===== src/hdl/sima_regs.svh =====
/*
 * Register offsets, field positions and reset values of the sensor
 * interrupt motor action block. Included by the package and the design.
 */
`ifndef SIMA_REGS_SVH
`define SIMA_REGS_SVH

`define SIMA_ACT_OFFSET 8'h08
`define SIMA_STAT_OFFSET 8'h06
`define SIMA_ACT_RESET 8'h00
`define SIMA_ACT_EN_BIT 0
`define SIMA_ACT_CLR_LSB 3
`define SIMA_ACT_CODE_LSB 5
`define SIMA_ACT_WMASK 8'hf9
`define SIMA_STAT_RESET 4'h0

`endif


===== src/hdl/sima_pkg.sv =====
/*
 * Types of the sensor interrupt motor action block.
 * Assumes the register header is on the include path.
 */
`include "sima_regs.svh"

package sima_pkg;

    typedef enum logic [2:0] {
        SIMA_ACT_STOP_Z = 3'b000,
        SIMA_ACT_STOP_O = 3'b001,
        SIMA_ACT_STOP_E = 3'b010,
        SIMA_ACT_REV_E = 3'b011,
        SIMA_ACT_RST_Z = 3'b100,
        SIMA_ACT_RST_O = 3'b101,
        SIMA_ACT_RST_E = 3'b110,
        SIMA_ACT_RST_E2 = 3'b111
    } sima_code_t;

    // Requests to the motor sequencer outside this block
    typedef struct packed {
        logic stop_req;
        logic reverse_req;
        logic restart_req;
        logic [7:0] overdrive_steps;
    } sima_cmd_t;

    // Register access strobe group from the serial bus slave
    typedef struct packed {
        logic wr;
        logic rd;
        logic [7:0] addr;
        logic [7:0] wdata;
    } sima_bus_t;

endpackage


===== src/hdl/sima_edge.sv =====
/*
 * Two-flop synchroniser and selectable edge detector for one sensor pin.
 * Assumes an asynchronous pin on the input and one system clock.
 */
`timescale 1ns/1ps

module sima_edge
    import sima_pkg::*;
(
    input wire logic sys_clk_in,
    input wire logic reset_in,
    input wire logic pin_in,
    input wire logic falling_in,
    output logic edge_out
);
    logic meta_reg;
    logic sync_reg;
    logic last_reg;

    always_ff @(posedge sys_clk_in or posedge reset_in)
    begin
        if (reset_in)
        begin
            meta_reg <= 1'b0;
            sync_reg <= 1'b0;
            last_reg <= 1'b0;
            edge_out <= 1'b0;
        end
        else
        begin
            meta_reg <= pin_in;
            sync_reg <= meta_reg;
            last_reg <= sync_reg;
            edge_out <= falling_in ? (last_reg & ~sync_reg)
                                   : (~last_reg & sync_reg);
        end
    end
endmodule


===== src/hdl/sima_core.sv =====
/*
 * Sensor interrupt driven motor action logic: action register, latched
 * sensor flags, auto-clear and stop, reverse or restart requests.
 * Assumes a serial bus slave delivering one-cycle register strobes and
 * an outside sequencer that runs overdrive, ramps and pauses.
 */
`timescale 1ns/1ps

`include "sima_regs.svh"

module sima_core
    import sima_pkg::*;
(
    input wire logic sys_clk_in,
    input wire logic reset_in,
    input wire sima_bus_t bus_in,
    input wire logic [3:0] sensor_pin_in,
    input wire logic [3:0] irq_edge_select_in,
    input wire logic [3:0] irq_mask_reg_in,
    input wire logic motor_running_in,
    input wire logic ramping_in,
    input wire logic [7:0] overdrive_count_zero_in,
    input wire logic [7:0] overdrive_count_one_in,
    output logic [7:0] rdata_out,
    output logic [3:0] irq_status_out,
    output sima_cmd_t cmd_out
);
    logic [7:0] sensor_irq_motor_action_reg;
    logic [3:0] irq_status_reg;
    logic [3:0] edge_w;
    logic [3:0] new_w;
    logic stop_seen_reg;
    logic run_last_reg;
    logic enable_w;
    logic take_w;
    logic use0_w;
    logic use1_w;
    logic act0_w;
    logic act1_w;
    logic clr0_w;
    logic clr1_w;
    logic stat_rd_w;
    sima_code_t code_w;

    // ------------------------------------------------------------
    // Input edge detection
    // ------------------------------------------------------------
    genvar gi;
    generate
        for (gi = 0; gi < 4; gi++)
        begin : g_edge
            sima_edge u_edge (
                .sys_clk_in(sys_clk_in),
                .reset_in(reset_in),
                .pin_in(sensor_pin_in[gi]),
                .falling_in(irq_edge_select_in[gi]),
                .edge_out(edge_w[gi])
            );
        end
    endgenerate

    // ------------------------------------------------------------
    // Action decode
    // ------------------------------------------------------------
    function automatic logic uses_zero(input sima_code_t c);
        uses_zero = (c != SIMA_ACT_STOP_O) && (c != SIMA_ACT_RST_O);
    endfunction

    function automatic logic uses_one(input sima_code_t c);
        uses_one = (c != SIMA_ACT_STOP_Z) && (c != SIMA_ACT_RST_Z);
    endfunction

    assign code_w = sima_code_t'(
        sensor_irq_motor_action_reg[7:`SIMA_ACT_CODE_LSB]);
    assign enable_w = sensor_irq_motor_action_reg[`SIMA_ACT_EN_BIT];
    assign use0_w = uses_zero(code_w);
    assign use1_w = uses_one(code_w);
    // Latched flags mask repeat edges; mask bits gate latching
    assign new_w = edge_w & ~irq_mask_reg_in & ~irq_status_reg;
    // Either-code collisions: input zero takes priority
    assign take_w = enable_w && !ramping_in
        && motor_running_in;
    assign act0_w = take_w && new_w[0] && use0_w;
    assign act1_w = take_w && new_w[1] && use1_w && !act0_w;
    assign stat_rd_w = (bus_in.rd || bus_in.wr)
        && bus_in.addr == `SIMA_STAT_OFFSET;

    // A partner's new edge clears only a flag that the code uses; the
    // partner itself may be unused, so its edge and not its action counts
    always_comb
    begin
        unique case (sensor_irq_motor_action_reg[4:`SIMA_ACT_CLR_LSB])
            2'b01:
            begin
                clr1_w = take_w && new_w[0] && use1_w;
                clr0_w = take_w && new_w[1] && use0_w;
            end
            2'b10:
            begin
                clr1_w = 1'b0;
                clr0_w = take_w && new_w[1] && use0_w;
            end
            2'b11:
            begin
                clr1_w = take_w && new_w[0] && use1_w;
                clr0_w = 1'b0;
            end
            2'b00:
            begin
                clr1_w = 1'b0;
                clr0_w = 1'b0;
            end
        endcase
    end

    // ------------------------------------------------------------
    // Action register
    // ------------------------------------------------------------
    always_ff @(posedge sys_clk_in or posedge reset_in)
    begin
        if (reset_in)
            sensor_irq_motor_action_reg <= `SIMA_ACT_RESET;
        else if (bus_in.wr && bus_in.addr == `SIMA_ACT_OFFSET)
            sensor_irq_motor_action_reg <=
                bus_in.wdata & `SIMA_ACT_WMASK;
    end

    // ------------------------------------------------------------
    // Status flags
    // ------------------------------------------------------------
    // New edges win over a status read so no event is lost
    always_ff @(posedge sys_clk_in or posedge reset_in)
    begin
        if (reset_in)
            irq_status_reg <= `SIMA_STAT_RESET;
        else
        begin
            irq_status_reg <= ((stat_rd_w ? 4'h0 : irq_status_reg)
                & ~{2'b00, clr1_w, clr0_w}) | new_w;
        end
    end

    // ------------------------------------------------------------
    // Motor requests
    // ------------------------------------------------------------
    always_ff @(posedge sys_clk_in or posedge reset_in)
    begin
        if (reset_in)
        begin
            stop_seen_reg <= 1'b0;
            run_last_reg <= 1'b0;
        end
        else
        begin
            run_last_reg <= motor_running_in;
            if (motor_running_in && !run_last_reg)
                stop_seen_reg <= 1'b0;
            else if ((act0_w || act1_w) && !code_w[2] && !code_w[0])
                stop_seen_reg <= 1'b1;
            else if ((act0_w || act1_w) && code_w == SIMA_ACT_STOP_O)
                stop_seen_reg <= 1'b1;
        end
    end

    // The outside sequencer runs overdrive, ramp-down and the loop pause
    always_ff @(posedge sys_clk_in or posedge reset_in)
    begin
        if (reset_in)
            cmd_out <= '0;
        else
        begin
            cmd_out.stop_req <= (act0_w || act1_w) && !code_w[2]
                && code_w != SIMA_ACT_REV_E;
            cmd_out.reverse_req <= (act0_w || act1_w)
                && code_w == SIMA_ACT_REV_E;
            cmd_out.restart_req <= (act0_w || act1_w) && code_w[2]
                && !stop_seen_reg;
            cmd_out.overdrive_steps <= act0_w ? overdrive_count_zero_in
                : overdrive_count_one_in;
        end
    end

    // ------------------------------------------------------------
    // Read data
    // ------------------------------------------------------------
    always_ff @(posedge sys_clk_in or posedge reset_in)
    begin
        if (reset_in)
        begin
            rdata_out <= 8'h00;
            irq_status_out <= 4'h0;
        end
        else
        begin
            irq_status_out <= irq_status_reg;
            if (bus_in.addr == `SIMA_ACT_OFFSET)
                rdata_out <= sensor_irq_motor_action_reg;
            else if (bus_in.addr == `SIMA_STAT_OFFSET)
                rdata_out <= {4'h0, irq_status_reg};
            else
                rdata_out <= 8'h00;
        end
    end

    // ------------------------------------------------------------
    // Checks
    // ------------------------------------------------------------
    property p_disabled_quiet;
        @(posedge sys_clk_in) disable iff (reset_in)
        !enable_w |=> !cmd_out.stop_req && !cmd_out.reverse_req
            && !cmd_out.restart_req;
    endproperty
    a_disabled_quiet: assert property (p_disabled_quiet)
        else $error("motor request while disabled");

    property p_ramp_quiet;
        @(posedge sys_clk_in) disable iff (reset_in)
        ramping_in |-> !act0_w && !act1_w;
    endproperty
    a_ramp_quiet: assert property (p_ramp_quiet)
        else $error("action during ramp");

    property p_latch;
        @(posedge sys_clk_in) disable iff (reset_in)
        new_w[0] |=> irq_status_reg[0];
    endproperty
    a_latch: assert property (p_latch)
        else $error("edge not latched");

    property p_rsvd;
        @(posedge sys_clk_in) disable iff (reset_in)
        sensor_irq_motor_action_reg[2:1] == 2'b00;
    endproperty
    a_rsvd: assert property (p_rsvd)
        else $error("reserved bits set");

    property p_rev;
        @(posedge sys_clk_in) disable iff (reset_in)
        act0_w && code_w == SIMA_ACT_REV_E |=> cmd_out.reverse_req;
    endproperty
    a_rev: assert property (p_rev)
        else $error("reverse missing");

    property p_upper;
        @(posedge sys_clk_in) disable iff (reset_in)
        new_w[3:2] != 2'b00 && new_w[1:0] == 2'b00 |=> !cmd_out.stop_req;
    endproperty
    a_upper: assert property (p_upper)
        else $error("upper input acted");

    property p_prio;
        @(posedge sys_clk_in) disable iff (reset_in)
        act0_w |-> !act1_w;
    endproperty
    a_prio: assert property (p_prio)
        else $error("both inputs acted");

    property p_stopped;
        @(posedge sys_clk_in) disable iff (reset_in)
        !motor_running_in |=> !cmd_out.stop_req && !cmd_out.restart_req;
    endproperty
    a_stopped: assert property (p_stopped)
        else $error("action while stopped");

    property p_autoclr;
        @(posedge sys_clk_in) disable iff (reset_in)
        clr0_w && !new_w[0] && !stat_rd_w |=> !irq_status_reg[0];
    endproperty
    a_autoclr: assert property (p_autoclr)
        else $error("partner did not clear flag");

    property p_restart_drop;
        @(posedge sys_clk_in) disable iff (reset_in)
        stop_seen_reg |=> !cmd_out.restart_req;
    endproperty
    a_restart_drop: assert property (p_restart_drop)
        else $error("restart after stop");
endmodule


===== config.mk =====
export PLATFORM = sky130hd
export DESIGN_NAME = sima_core
export DESIGN_NICKNAME = d
export VERILOG_FILES = /design/src/hdl/sima_pkg.sv /design/src/hdl/sima_edge.sv /design/src/hdl/sima_core.sv
export VERILOG_INCLUDE_DIRS = /design/src /design/src/hdl
export SDC_FILE = /design/constraint.sdc
export NUM_CORES = 1
export LEC_CHECK = 0
export ABC_AREA = 1
export BUFFER_PORTS_ARGS = -buffer_cell sky130_fd_sc_hd__buf_2
export CAP_MARGIN = 15
export CORE_MARGIN = 2
export CORE_UTILIZATION = 51
export DETAILED_ROUTE_END_ITERATION = 6
export GPL_ROUTABILITY_DRIVEN = 0
export PLACE_DENSITY = 0.84
export SYNTH_ARGS = -nofsm -noshare
export SYNTH_HDL_FRONTEND = slang
export SYNTH_SLANG_ARGS = --single-unit

===== constraint.sdc =====
create_clock -name sys_clk_in -period 2.3 [get_ports sys_clk_in]
set_clock_uncertainty 0.1 [all_clocks]
set_input_delay 0.115 -clock sys_clk_in [delete_from_list [all_inputs] [get_ports sys_clk_in]]
set_output_delay 0.115 -clock sys_clk_in [all_outputs]
set_load 0.02 [all_outputs]

==> impl_metrics.tcl <==
set metrics [dict create \
    die_y_um 65.5 \
    powerDensity_mw_per_mm2 619 \
    cp.arrival_ns 2.02 \
    cts_buffers 5 \
    post_drt_via_cell_ratio 4.65 \
    relSlewSlack 0.649 \
    num_vias 1633 \
    antenna_cells 0 \
    syn2layout_area_growth_pct 43.9 \
    regToRegSetupSlack_ns 0.47 \
    synth.most_common_cell "nand2_1" \
    p_leak_uw 0.00148 \
    wl_met2_um 2160 \
    reg2reg_from "sensor_irq_motor_action_reg[0]" \
    drt-total-wl_um 4290 \
    grt_max_degree 26 \
    fp.dieW_um 65.5 \
    syn-cell-area_mm2 0.00193 \
    core-area_mm2 0.00366 \
    critical_path.startpoint_type "input port" \
    die_area_mm2 0.00429 \
    synth-main-ff-cell "dfrtp_1" \
    grtUsageTotal 0.228 \
    hold_path_depth 4 \
    final_cells 351 \
    ys_top_cells_by_area "dfrtp_1, nand2_1, inv_1" \
    syn_avg_cell_area_um2 10.2 \
    ys_types 22 \
    yosys_warnings 0 \
    synth_area_leader_cell "dfrtp_1" \
    synth_seq_area_share 0.661 \
    cp_max_fo 10 \
    hp-start "irq_mask_reg_in[1]" \
    worstMarginPinSlew_ns 0.522 \
    post_route_cells_drive_above_1_share 0.304 \
    start_util 0.527 \
    async_flop_share 1.00 \
    ys_seq_elements 51 \
    hp-class "input port to register" \
    clk_pin_slew_ns 0.09 \
    drc 0 \
    crit_required_ns 2.44 \
    fin_crit_sh 0.819 \
    placementRows 22 \
    place_inst 309 \
    drv_cap 0 \
    synth_cells 190 \
    root_buffer "clkbuf_8" \
    cts_buffer_depth 2 \
    wl_met1_um 1730 \
    ios 73 \
    rsz0062_at_grt "false" \
    drt_iter0_drc 63 \
    r2r-end "cmd_out[0]" \
    wl_met3_um 336 \
    final_nets 354 \
    final.fill_count 250 \
    insertion_delay_ns 0.31 \
    setup_viol_count_final 0 \
    cts.sinks 51 \
    grt_pass1_wl_um 7200 \
    grt_antenna_before_repair 0 \
    crit_chain "dlygate4sd3_1 > buf_2 > nand2_2 > nor2_4 > nand3_4 > inv_2 > nand2_1 > nand2_1 > dlygate4sd3_1" \
    timing.fmax_mhz 531 \
    top_layer "met4" \
    dr.pass1.iters 4 \
    final-hold-violation-count 0 \
    final_antenna_net_count 0 \
    grt_pass1_vias 1648 \
    dp_hpwl_um 2760 \
    port_buffers 70 \
    overflow 0 \
    period_minus_slack_ns 1.88 \
    finalMaxSlewViolations 0 \
    status "finished, final reports clean" \
    routedWlPerCell_um 12.2 \
    crit_slowest_cell "dlygate4sd3_1" \
    synthTopCellsByCount "nand2_1, dfrtp_1, inv_1" \
    setup_tns_ns 0 \
    reg2reg_depth 7 \
    cts_tree "yes" \
    criticalPathCategory "input port to register" \
    synth_top_area_frac 0.661 \
    end_kind "register" \
    ir_drop_mv 0.425 \
    syn_nets 242 \
    synth-edff-count 0 \
    max_stage_delay_ns 0.56 \
    largest_reg_flops 11 \
    hold_end "irq_status_reg[1]" \
    htree_levels 2 \
]
==> what timing repair did <==
item / 4_1_cts / 5_1_grt
setup buffers: 0 / 0
hold endpoints to repair: 48 / 0
hold buffers: 34 / 0
resized for setup: 0 / 0
==> logic make-up after synthesis <==
logic type,after synthesis,share of synthesized area
fa+ha+maj,2,0.0130
simple gates,102,0.247
buf+inv,25,0.0486
compound gates,10,0.0298
flops,51,0.661
==> stage by stage <==
stage	total power, uW	hold slack (ns)	worst slack (ns)	instance area, um2	utilization
floorplan	1100	0.0464	0.855	1930	-
global placement	1180	0.0628	1.05	2350	0.642
detailed placement	1190	0.0708	1.00	2350	0.642
CTS	1720	0.00334	0.473	2780	0.758
global route	1800	0.0370	0.325	2780	0.758
finish	1720	0.00446	0.416	2780	0.758
==> worst max-delay path by stage <==
stage,from,to,slack (ns),depth (start not counted)
4_1_cts,motor_running_in,cmd_out[0],0.47,9
3_5_place_dp,bus_in[12],rdata_out[3],1.00,6
2_1_floorplan,reset_in,cmd_out[0],0.86,1
6_report,motor_running_in,cmd_out[0],0.42,9
5_1_grt,motor_running_in,cmd_out[0],0.32,9
3_3_place_gp,sensor_irq_motor_action_reg[0],stop_seen_reg,1.05,6
==> metal layers <==
| metal | up-vias | GRT usage |
|---|---|---|
| met4 | 0 | 0.0755 |
| met2 | 71 | 0.402 |
| met5 | - | 0 |
| li1 | 810 | - |
| met1 | 745 | 0.261 |
| met3 | 7 | 0.0753 |
==> worst max-delay path, delay by kind of cell <==
family	cells	cell delay, ns
buffers and inverters	4	1.38
AND/OR/NAND/NOR	5	0.52
==> layout make-up <==
class                   count  area, um2  share of cell area
clock buffers               6       72.6              0.0261
clock inverters             2       12.5             0.00451
inverters                  24       90.1              0.0324
multi-input cells         114        559               0.201
flip-flops and latches     51       1280               0.460
well taps                  48       60.1              0.0216
repair buffers            106        706               0.254
==> placed cells by master (no fill, tap or decap), types with 2 or more instances in the layout <==
master         synthesis  final
a21oi_1                4      4
buf_2                  0     70
buf_4                  0      2
clkbuf_8               0      5
dfrtp_1               51     51
dlygate4sd3_1          0     34
ha_1                   2      2
inv_1                 23     22
inv_2                  1      2
nand2_1               55     55
nand2_2                2      2
nand3_1                9      9
nand3b_1               2      2
nand4_1                3      3
nor2_1                22     22
nor2_4                 2      2
nor3_2                 2      2
o21ai_0                2      2
o22ai_1                3      3
==> where the power goes <==
part / internal, uW / total (uW) / switching (uW)
registers: 954 / 987 / 33.3
clock network: 213 / 495 / 283
logic: 111 / 235 / 123
total: 1280 / 1720 / 439
(Power assumes the default switching activity.)
